<file path="config.mk">
export PLATFORM = sky130hd
export DESIGN_NAME = vtp_ctrl
export DESIGN_NICKNAME = d
export VERILOG_FILES = /design/src/rtl/vtp_pkg.sv /design/src/rtl/vtp_sync.sv /design/src/rtl/vtp_ctrl.sv
export SDC_FILE = /design/constraint.sdc
export NUM_CORES = 1
export LEC_CHECK = 0
export ABC_AREA = 1
export BUFFER_PORTS_ARGS = -buffer_cell sky130_fd_sc_hd__buf_2
export CORE_ASPECT_RATIO = 1.5
export CORE_MARGIN = 2
export CORE_UTILIZATION = 35
export DETAILED_ROUTE_END_ITERATION = 10
export GPL_ROUTABILITY_DRIVEN = 0
export HOLD_SLACK_MARGIN = 0.03
export PLACE_DENSITY = 0.6
export SYNTH_ARGS = -nofsm -noshare
export SYNTH_HDL_FRONTEND = slang
export SYNTH_SLANG_ARGS = --single-unit
export TNS_END_PERCENT = 30
</file>
<file path="constraint.sdc">
create_clock -name mclk_in -period 3.8 [get_ports mclk_in]
set_clock_uncertainty 0.1 [all_clocks]
set_input_delay 0.76 -clock mclk_in [delete_from_list [all_inputs] [get_ports mclk_in]]
set_output_delay 0.76 -clock mclk_in [all_outputs]
set_load 0.01 [all_outputs]
</file>
<file path="src/rtl/vtp_pkg.sv">
/*
  Shared constants for the rail A / rail B tracking and phase controller.
  Assumes a single 20 MHz clock domain; all numbers used by the controller live here.
*/
package vtp_pkg;
  // ************************************************************
  // Encodings
  // ************************************************************
  localparam logic [1:0] MODE_OFF       = 2'h0;
  localparam logic [1:0] MODE_PWM       = 2'h1;
  localparam logic [1:0] MODE_PFM       = 2'h2;
  localparam logic [1:0] MODE_AUTO      = 2'h3;
  localparam logic [1:0] PHASE_SINGLE   = 2'h0;
  localparam logic [1:0] PHASE_DUAL     = 2'h1;
  localparam logic [7:0] CODE_MIN       = 8'h00;
  localparam logic [7:0] CODE_MAX_DVS   = 8'hb0;
  localparam logic [7:0] CODE_ZERO      = 8'h00;
  // ************************************************************
  // Timing
  // ************************************************************
  localparam int CLK_HZ          = 20_000_000;
  localparam int PFM_PWM_MIN_US  = 30;
  localparam int PFM_PWM_CYCLES  = (PFM_PWM_MIN_US * CLK_HZ + 999_999) / 1_000_000;
  localparam int RAMP_STEP_CYC   = 4;
  localparam int SYNC_STAGES     = 3;
  typedef enum logic [2:0] {VTP_OFF, VTP_RAMP, VTP_TRACK, VTP_FOLLOW, VTP_HIZ, VTP_PULL} vtp_b_state_e;
endpackage : vtp_pkg

</file>
<file path="src/rtl/vtp_sync.sv">
/*
  Three-flop input synchroniser with agreement filter.
  Assumes the input is asynchronous to clk_in.
*/
`timescale 1ns/1ns
`default_nettype none
module vtp_sync
#(
  parameter int W = 1
)
(
  input  wire logic         clk_in,
  input  wire logic         resetn_in,
  input  wire logic [W-1:0] d_in,
  output var  logic [W-1:0] q_out
);
  logic [W-1:0] s1;
  logic [W-1:0] s2;
  logic [W-1:0] s3;

  always_ff @(posedge clk_in or negedge resetn_in)
  begin
    if (!resetn_in)
    begin
      s1    <= '0;
      s2    <= '0;
      s3    <= '0;
      q_out <= '0;
    end
    else
    begin
      s1 <= d_in;
      s2 <= s1;
      s3 <= s2;
      // Change accepted only when stages two and three agree
      for (int i = 0; i < W; i++)
      begin
        if (s2[i] == s3[i])
        begin
          q_out[i] <= s3[i];
        end
      end
    end
  end
endmodule : vtp_sync
`default_nettype wire

</file>
<file path="src/rtl/vtp_ctrl.sv">
/*
  Rail A / rail B control: tracking mode, enable sequencing, off-state pulldowns,
  mode transition timing and single/dual phase selection.
  Assumes enables and codes come from a register file on mclk_in; the two enable
  pins and standby pin are asynchronous and are synchronised here.
*/
`timescale 1ns/1ns
`default_nettype none
// Notes on behaviour
// - Track enable set: rail B reference is rail A feedback halved.
// - In tracking, rail B voltage scaling blocked; target is rail A over two.
// - Rail B starts in the same slot as rail A or a later one.
// - Same slot start: rail B follows half rail A from the start.
// - Later start: ramp to default code, then switch to tracking.
// - Rail A disabled: rail B follows down, both pulldowns on.
// - Rail A re-enabled: ramps to setpoint, rail B stays at half.
// - Only rail B off: select bit picks high impedance or pulldown.
// - Rail B re-enabled: ramp to run/standby code, then track rail A (code ramps to default code instead when same slot is clear).
// - Dual phase: combined rail uses rail A settings only.
// - Phase field 00 single, 01 dual, 10 and 11 reserved.
// - Pulse-frequency to pulse-width change takes at least 30 us.
// - Mode field: 00 off, 01 PWM, 10 PFM, 11 auto skip.
// - Separate eight-bit run and standby codes, 0 to 176 valid for scaling; the code passes any 8-bit code and does not limit it to CODE_MAX_DVS.
module vtp_ctrl
(
  input  wire logic       mclk_in,
  input  wire logic       resetn_in,
  input  wire logic       rail_a_enable_in,
  input  wire logic       rail_b_enable_in,
  input  wire logic       standby_in,
  input  wire logic       track_mode_enable_in,
  input  wire logic       track_off_pulldown_select_in,
  input  wire logic       rail_b_same_slot_in,
  input  wire logic [1:0] phase_config_select_in,
  input  wire logic [1:0] rail_a_mode_in,
  input  wire logic [1:0] rail_b_mode_in,
  input  wire logic [7:0] rail_a_run_voltage_code_in,
  input  wire logic [7:0] rail_a_standby_voltage_code_in,
  input  wire logic [7:0] rail_b_run_voltage_code_in,
  input  wire logic [7:0] rail_b_standby_voltage_code_in,
  input  wire logic [7:0] rail_b_default_voltage_code_in,
  output var  logic [7:0] rail_a_target_code_out,
  output var  logic [7:0] rail_b_target_code_out,
  output var  logic       rail_b_track_ref_out,
  output var  logic       rail_b_dvs_block_out,
  output var  logic       rail_a_pulldown_out,
  output var  logic       rail_b_pulldown_out,
  output var  logic       rail_b_hiz_out,
  output var  logic [1:0] rail_a_mode_out,
  output var  logic [1:0] rail_b_mode_out,
  output var  logic       dual_phase_out,
  output var  logic       phase_reserved_out
);
  // ************************************************************
  // Input synchronisation
  // ************************************************************
  logic [2:0] pins;
  logic       a_en;
  logic       b_en;
  logic       stby;
  vtp_sync #(.W(3)) u_sync
  (
    .clk_in    (mclk_in),
    .resetn_in (resetn_in),
    .d_in      ({standby_in, rail_b_enable_in, rail_a_enable_in}),
    .q_out     (pins)
  );
  assign a_en = pins[0];
  assign b_en = pins[1];
  assign stby = pins[2];

  function automatic logic [7:0] sel_code(input logic s, input logic [7:0] run, input logic [7:0] sb);
    sel_code = s ? sb : run;
  endfunction : sel_code

  function automatic logic [7:0] step_to(input logic [7:0] cur, input logic [7:0] tgt);
    if (cur < tgt)
      step_to = cur + 8'h01;
    else if (cur > tgt)
      step_to = cur - 8'h01;
    else
      step_to = cur;
  endfunction : step_to

  logic               dual;
  logic [7:0]         a_set;
  logic [7:0]         b_set;
  logic [7:0]         a_half;
  logic [3:0]         step_cnt;
  logic               step;
  logic               b_ever_on; // Power-up start and a later re-enable need different ramps
  vtp_pkg::vtp_b_state_e b_st;

  assign dual   = (phase_config_select_in == vtp_pkg::PHASE_DUAL);
  assign a_set  = sel_code(stby, rail_a_run_voltage_code_in, rail_a_standby_voltage_code_in);
  assign b_set  = sel_code(stby, rail_b_run_voltage_code_in, rail_b_standby_voltage_code_in);
  assign a_half = {1'b0, rail_a_target_code_out[7:1]};
  assign step   = (step_cnt == 4'(vtp_pkg::RAMP_STEP_CYC - 1));

  always_ff @(posedge mclk_in or negedge resetn_in)
  begin
    if (!resetn_in)
      step_cnt <= 4'h0;
    else
      step_cnt <= step ? 4'h0 : step_cnt + 4'h1;
  end

  // ************************************************************
  // Phase configuration
  // ************************************************************
  always_ff @(posedge mclk_in or negedge resetn_in)
  begin
    if (!resetn_in)
    begin
      dual_phase_out     <= 1'b0;
      phase_reserved_out <= 1'b0;
    end
    else
    begin
      dual_phase_out     <= dual;
      phase_reserved_out <= phase_config_select_in[1];
    end
  end

  // ************************************************************
  // Rail A ramp: off discharges, on ramps to setpoint
  // ************************************************************
  always_ff @(posedge mclk_in or negedge resetn_in)
  begin
    if (!resetn_in)
    begin
      rail_a_target_code_out <= vtp_pkg::CODE_ZERO;
      rail_a_pulldown_out    <= 1'b0;
    end
    else
    begin
      if (step)
        rail_a_target_code_out <= step_to(rail_a_target_code_out, a_en ? a_set : vtp_pkg::CODE_ZERO);
      rail_a_pulldown_out <= !a_en;
    end
  end

  // ************************************************************
  // Rail B sequencing
  // ************************************************************
  always_ff @(posedge mclk_in or negedge resetn_in)
  begin
    if (!resetn_in)
    begin
      b_st                   <= vtp_pkg::VTP_OFF;
      rail_b_target_code_out <= vtp_pkg::CODE_ZERO;
      b_ever_on              <= 1'b0;
    end
    else
    begin
      case (b_st)
        vtp_pkg::VTP_OFF:
        begin
          rail_b_target_code_out <= vtp_pkg::CODE_ZERO;
          if (dual)
            b_st <= vtp_pkg::VTP_OFF;
          else if (b_en && track_mode_enable_in && rail_b_same_slot_in && a_en && !b_ever_on)
            b_st <= vtp_pkg::VTP_TRACK;
          else if (b_en)
            b_st <= vtp_pkg::VTP_RAMP;
        end
        vtp_pkg::VTP_RAMP:
        begin
          if (!b_en || dual)
            b_st <= vtp_pkg::VTP_OFF;
          else if (!track_mode_enable_in)
          begin
            if (step)
              rail_b_target_code_out <= step_to(rail_b_target_code_out, b_set);
          end
          else if (rail_b_target_code_out == (rail_b_same_slot_in ? b_set : rail_b_default_voltage_code_in))
            b_st <= vtp_pkg::VTP_TRACK;
          else if (step)
            rail_b_target_code_out <= step_to(rail_b_target_code_out,
                                              rail_b_same_slot_in ? b_set : rail_b_default_voltage_code_in);
        end
        vtp_pkg::VTP_TRACK:
        begin
          rail_b_target_code_out <= a_half;
          b_ever_on              <= 1'b1;
          if (!track_mode_enable_in)
            b_st <= vtp_pkg::VTP_RAMP;
          if (!b_en || dual)
            b_st <= vtp_pkg::VTP_OFF;
        end
        default:
          b_st <= vtp_pkg::VTP_OFF;
      endcase
    end
  end

  always_ff @(posedge mclk_in or negedge resetn_in)
  begin
    if (!resetn_in)
    begin
      rail_b_track_ref_out <= 1'b0;
      rail_b_dvs_block_out <= 1'b0;
      rail_b_pulldown_out  <= 1'b0;
      rail_b_hiz_out       <= 1'b1;
    end
    else
    begin
      rail_b_track_ref_out <= (b_st == vtp_pkg::VTP_TRACK);
      rail_b_dvs_block_out <= (b_st == vtp_pkg::VTP_TRACK);
      rail_b_pulldown_out  <= ((b_st == vtp_pkg::VTP_OFF) && track_off_pulldown_select_in) ||
                              (!a_en && (b_st != vtp_pkg::VTP_RAMP));
      rail_b_hiz_out       <= (b_st == vtp_pkg::VTP_OFF) && !track_off_pulldown_select_in && a_en;
    end
  end

  // ************************************************************
  // Operating mode with PFM to PWM hold-off
  // ************************************************************
  logic [9:0] pwm_wait [2];
  logic [1:0] mode_req [2];
  logic [1:0] mode_cur [2];
  assign mode_req[0] = rail_a_mode_in;
  assign mode_req[1] = dual ? rail_a_mode_in : rail_b_mode_in;

  genvar g;
  generate
    for (g = 0; g < 2; g++)
    begin : g_mode
      // The pwm_wait hold-off counter hides the PFM settle time from the host
      always_ff @(posedge mclk_in or negedge resetn_in)
      begin
        if (!resetn_in)
        begin
          mode_cur[g] <= vtp_pkg::MODE_OFF;
          pwm_wait[g] <= 10'h000;
        end
        else if (pwm_wait[g] != 10'h000)
        begin
          pwm_wait[g] <= pwm_wait[g] - 10'h001;
          if (pwm_wait[g] == 10'h001)
            mode_cur[g] <= vtp_pkg::MODE_PWM;
        end
        else if (mode_cur[g] == vtp_pkg::MODE_PFM && mode_req[g] == vtp_pkg::MODE_PWM)
          pwm_wait[g] <= 10'(vtp_pkg::PFM_PWM_CYCLES);
        else
          mode_cur[g] <= mode_req[g];
      end
    end
  endgenerate

  always_ff @(posedge mclk_in or negedge resetn_in)
  begin
    if (!resetn_in)
    begin
      rail_a_mode_out <= vtp_pkg::MODE_OFF;
      rail_b_mode_out <= vtp_pkg::MODE_OFF;
    end
    else
    begin
      rail_a_mode_out <= mode_cur[0];
      rail_b_mode_out <= mode_cur[1];
    end
  end

  // ************************************************************
  // Checks
  // ************************************************************
  track_ref_a: assert property (@(posedge mclk_in) disable iff (!resetn_in)
    b_st == vtp_pkg::VTP_TRACK |=> rail_b_target_code_out == $past(a_half)) else $error("track target wrong");
  dvs_block_a: assert property (@(posedge mclk_in) disable iff (!resetn_in)
    b_st == vtp_pkg::VTP_TRACK |=> rail_b_dvs_block_out) else $error("dvs not blocked");
  same_slot_a: assert property (@(posedge mclk_in) disable iff (!resetn_in)
    b_st == vtp_pkg::VTP_OFF && b_en && track_mode_enable_in && rail_b_same_slot_in && a_en && !dual && !b_ever_on
    |=> b_st == vtp_pkg::VTP_TRACK) else $error("same slot no track");
  late_slot_a: assert property (@(posedge mclk_in) disable iff (!resetn_in)
    $rose(b_st == vtp_pkg::VTP_TRACK) && !rail_b_same_slot_in && $past(b_st) == vtp_pkg::VTP_RAMP
    |-> $past(rail_b_target_code_out) == $past(rail_b_default_voltage_code_in)) else $error("early track");
  a_off_pull_a: assert property (@(posedge mclk_in) disable iff (!resetn_in)
    !a_en |=> rail_a_pulldown_out) else $error("rail a pulldown off");
  b_off_hiz_a: assert property (@(posedge mclk_in) disable iff (!resetn_in)
    b_st == vtp_pkg::VTP_OFF && a_en |=> rail_b_hiz_out == !$past(track_off_pulldown_select_in))
    else $error("rail b off state wrong");
  phase_sel_a: assert property (@(posedge mclk_in) disable iff (!resetn_in)
    1'b1 |=> dual_phase_out == ($past(phase_config_select_in) == vtp_pkg::PHASE_DUAL)) else $error("phase wrong");
  pfm_pwm_a: assert property (@(posedge mclk_in) disable iff (!resetn_in)
    mode_cur[0] == vtp_pkg::MODE_PFM && rail_a_mode_in == vtp_pkg::MODE_PWM && pwm_wait[0] == 10'h000
    |=> mode_cur[0] == vtp_pkg::MODE_PFM [*8]) else $error("pwm too early");
  dual_b_off_a: assert property (@(posedge mclk_in) disable iff (!resetn_in)
    dual |=> ##1 b_st == vtp_pkg::VTP_OFF) else $error("rail b active in dual");
  indep_a: assert property (@(posedge mclk_in) disable iff (!resetn_in)
    !track_mode_enable_in |=> ##1 !rail_b_track_ref_out) else $error("tracking while disabled");
  cov_track_c: cover property (@(posedge mclk_in) b_st == vtp_pkg::VTP_TRACK);
  cov_late_c: cover property (@(posedge mclk_in) b_st == vtp_pkg::VTP_RAMP ##1 b_st == vtp_pkg::VTP_TRACK);
  cov_aoff_c: cover property (@(posedge mclk_in) b_st == vtp_pkg::VTP_TRACK && !a_en);
  cov_pwm_c: cover property (@(posedge mclk_in) pwm_wait[0] == 10'h001);
endmodule : vtp_ctrl
`default_nettype wire

</file>
==> results by group <==
Status
  • Status: completed

Power and ir drop
  • Tot Pwr: 3.50 mW
  • Pwr per Cell Area: 633 nW/µm²
  • VDD IR max: 274 µV
  • P_leak: 2.96 nW

Synthesis
  • Average size of a mapped cell: 7.79 µm²
  • Seq/Total Area, Yosys: 37.1%
  • Synth top area cells: dfrtp_1, nand2_1, ha_1
  • Mapped cell area: 4650 µm²
  • Yosys top cell area share: 36.6%
  • Synth Flop Type: dfrtp_1
  • Ys Warns: 0
  • Syn nets: 693
  • Seq cells post-synth: 69
  • Cell count after synthesis: 597
  • Synth unique cells: 41
  • EDFF count, synth: 0
  • Ys async rst share: 100%
  • Dominant cell type by area after synthesis: dfrtp_1

Worst setup path
  • Max stage delay on crit path: 0.54 ns
  • Worst-path maximum fanout: 11
  • Crit path top cell by count: nand2_1
  • Top Family by Delay on Critical Path: compound AO/OA/AOI/OAI gates
  • Cell chain of the critical path: inv_1 -> o21ai_0 -> ha_1 -> a21oi_1 -> nor2_1 -> nor3_2 -> nand2_1 -> ha_1 -> a21oi_1 -> o211ai_1 -> a21oi_1 -> inv_1 -> nand2_1 -> nand2_1 -> nand2_1 -> nand2_1
  • CP max-delay cell: dfrtp_1
  • Bufs and invs on worst path: 2
  • Critical Path Source Type: flip-flop
  • Data arrival, critical path: 3.50 ns
  • Worst Path Required: 3.92 ns
  • Critical Path End Type: flip-flop
  • Kind of critical path: reg -> reg

STA
  • Final TNS setup: 0 ns
  • Finish-stage setup viols: 0
  • Hold Vio Cnt, Final: 0
  • Max Freq: 0.296 GHz
  • Fin crit period: 3.38 ns
  • RSZ-0062 raised after global routing: false
  • Slew Limit Fails: 0
  • Setup ws final: 0.419 ns
  • Final period util: 89.0%
  • Max_slew headroom: 41.6%
  • Worst slew pin tran: 0.876 ns

Floorplan
  • Total core area: 13000 µm²
  • DIE WIDTH: 98.1 µm
  • Die H: 145 µm
  • Initial Util: 35.9%
  • Row cnt: 51
  • Die area: 14200 µm²
  • I/O pin count: 81

Drt
  • Initial DRC Count: 122
  • Final wirelength: 11.3 mm
  • Vias per cell: 4.93
  • Drt wl/cell: 13.5 µm
  • Number of remaining DRC errors: 0
  • Routed via count: 4153
  • Detail Route Antenna Nets: 0
  • First-pass DRT Iterations: 4

Final layout
  • Most frequent cells in the layout: nand2_1, buf_2, inv_1
  • Fill cell count: 1303
  • Share of cells above drive strength 1: 18.6%
  • Most common cell after layout, fill and taps aside: nand2_1
  • Diode count: 0
  • Area growth from synthesis to layout: 18.7%
  • Final cell count without fillers: 843
  • Final Net Count: 776

CTS
  • Worst skew pair latency: 0.33 ns
  • Cts bufs inserted: 9
  • Post-CTS setup buffers: 0
  • # resized after CTS: 0
  • Hold-fix buffers at CTS: 0
  • # clock sinks: 69
  • CTS tree: done
  • H-Tree Depth: 3
  • Clk buf depth: 2
  • Clock transition at path regs: 0.05 ns
  • Clock root buffer: clkbuf_16

GRT
  • Overall Global Routing Usage: 16.7%
  • Global-route wire length before repair: 19.5 mm
  • Largest net degree at the start of global routing: 70
  • GRT overflow: 0
  • Vias in the first global route: 4220
  • Initial antenna violation count: 0

Placed design
  • IO buf count: 80
  • Post-Place Cells: 828
  • Dpl hpwl: 8.76 mm
  • Dpl ws: 0.366 ns

Job
  • Max Cap Viol: 0

Worst hold path
  • Worst min-delay path class: reg -> reg
-- cells in the mapped netlist, types with 3 or more instances --
| cell type | instances |
|---|---|
| mux2i_1 | 7 |
| nor2_2 | 8 |
| inv_2 | 4 |
| o22ai_1 | 4 |
| nand4_1 | 12 |
| xor2_1 | 15 |
| nand3_1 | 57 |
| a31oi_1 | 3 |
| clkbuf_1 | 3 |
| a21oi_1 | 14 |
| o21ai_0 | 35 |
| buf_2 | 4 |
| nand2_1 | 151 |
| nor2_1 | 41 |
| nand2_2 | 6 |
| nand2_4 | 3 |
| xnor2_1 | 8 |
| maj3_1 | 3 |
| a21o_1 | 3 |
| nor3_1 | 6 |
| dfrtp_1 | 68 |
| ha_1 | 41 |
| o21ai_1 | 4 |
| inv_1 | 75 |
-- routing by layer --
layer | vias to the layer above | wire (µm) | part of all wire (%) | global-route usage, %
met5 | - | 0 | 0 | 0
met4 | 0 | 373 | 3.3 | 7.60
met3 | 30 | 588 | 5.2 | 3.18
met2 | 131 | 5810 | 51 | 30.3
met1 | 1883 | 4570 | 40 | 18.5
li1 | 2109 | - | - | -
-- worst reg2reg max path, stage by stage, from the launching register on --
cell and delay [ns]:
dfrtp_1 0.54, inv_1 0.23, o21ai_0 0.23, ha_1 0.27
a21oi_1 0.15, nor2_1 0.07, nor3_2 0.14, nand2_1 0.27
ha_1 0.45, a21oi_1 0.21, o211ai_1 0.15, a21oi_1 0.20
inv_1 0.06, nand2_1 0.05, nand2_1 0.05, nand2_1 0.05
nand2_1 0.05
-- flip-flops by register name, summed over array words and instances (netlist names), 2 cells and up --
register	count
u_sync.q_out	3
u_sync.s3	3
u_sync.s2	3
rail_a_target_code_out	8
b_st	2
mode_cur	4
u_sync.s1	3
rail_b_target_code_out	8
rail_a_mode_out	2
rail_b_mode_out	2
step_cnt	4
pwm_wait	20
-- per-stage QoR --
step	instance area (µm²)	hold WS [ns]	util [%]
2_1_floorplan	4650	0.231	-
3_3_place_gp	5220	0.233	40.3
3_5_place_dp	5220	0.236	40.3
4_1_cts	5520	0.248	42.6
5_1_grt	5520	0.258	42.6
6_report	5520	0.248	42.6
-- cell type report --
type / count / area, µm² / area share (%)
sequential: 69 / 1730 / 31.3
inverter: 79 / 297 / 5.37
timing repair buffer: 82 / 415 / 7.52
multi-input combinational: 439 / 2580 / 46.7
clock inverter: 4 / 73.8 / 1.34
clock buffer: 11 / 233 / 4.21
tap: 159 / 199 / 3.60
-- kinds of logic after synthesis --
group / share of synthesized area [%]
XOR/XNOR: 4.33
buffers and inverters: 7.48
AND/OR/NAND/NOR: 28.8
flip-flops: 37.1
AO/OA/AOI/OAI: 8.66
multiplexers: 1.51
adder cells (fa/ha/maj): 12.1
-- final timing paths --
kind | from | to | slack [ns] | cells past startpoint
setup / recovery | u_sync.q_out[2] | rail_a_target_code_out[7] | 0.42 | 16
hold / removal | u_sync.s1[2] | u_sync.s2[2] | 0.25 | 0
setup reg to reg | u_sync.q_out[2] | rail_a_target_code_out[7] | 0.42 | 16
hold reg to reg | u_sync.s1[2] | u_sync.s2[2] | 0.25 | 0
max in group asynchronous | resetn_in | u_sync.s1[2] | 2.50 | 2
min in group asynchronous | resetn_in | pwm_wait[1] | 0.53 | 2
-- power by group --
group          internal (mW)  total, mW  switching [mW]
Clock                  0.571      0.868           0.297
Combinational          0.642       1.63           0.993
Sequential             0.834      0.995           0.162
Total                   2.05       3.50            1.45
(Power assumes the default switching activity.)
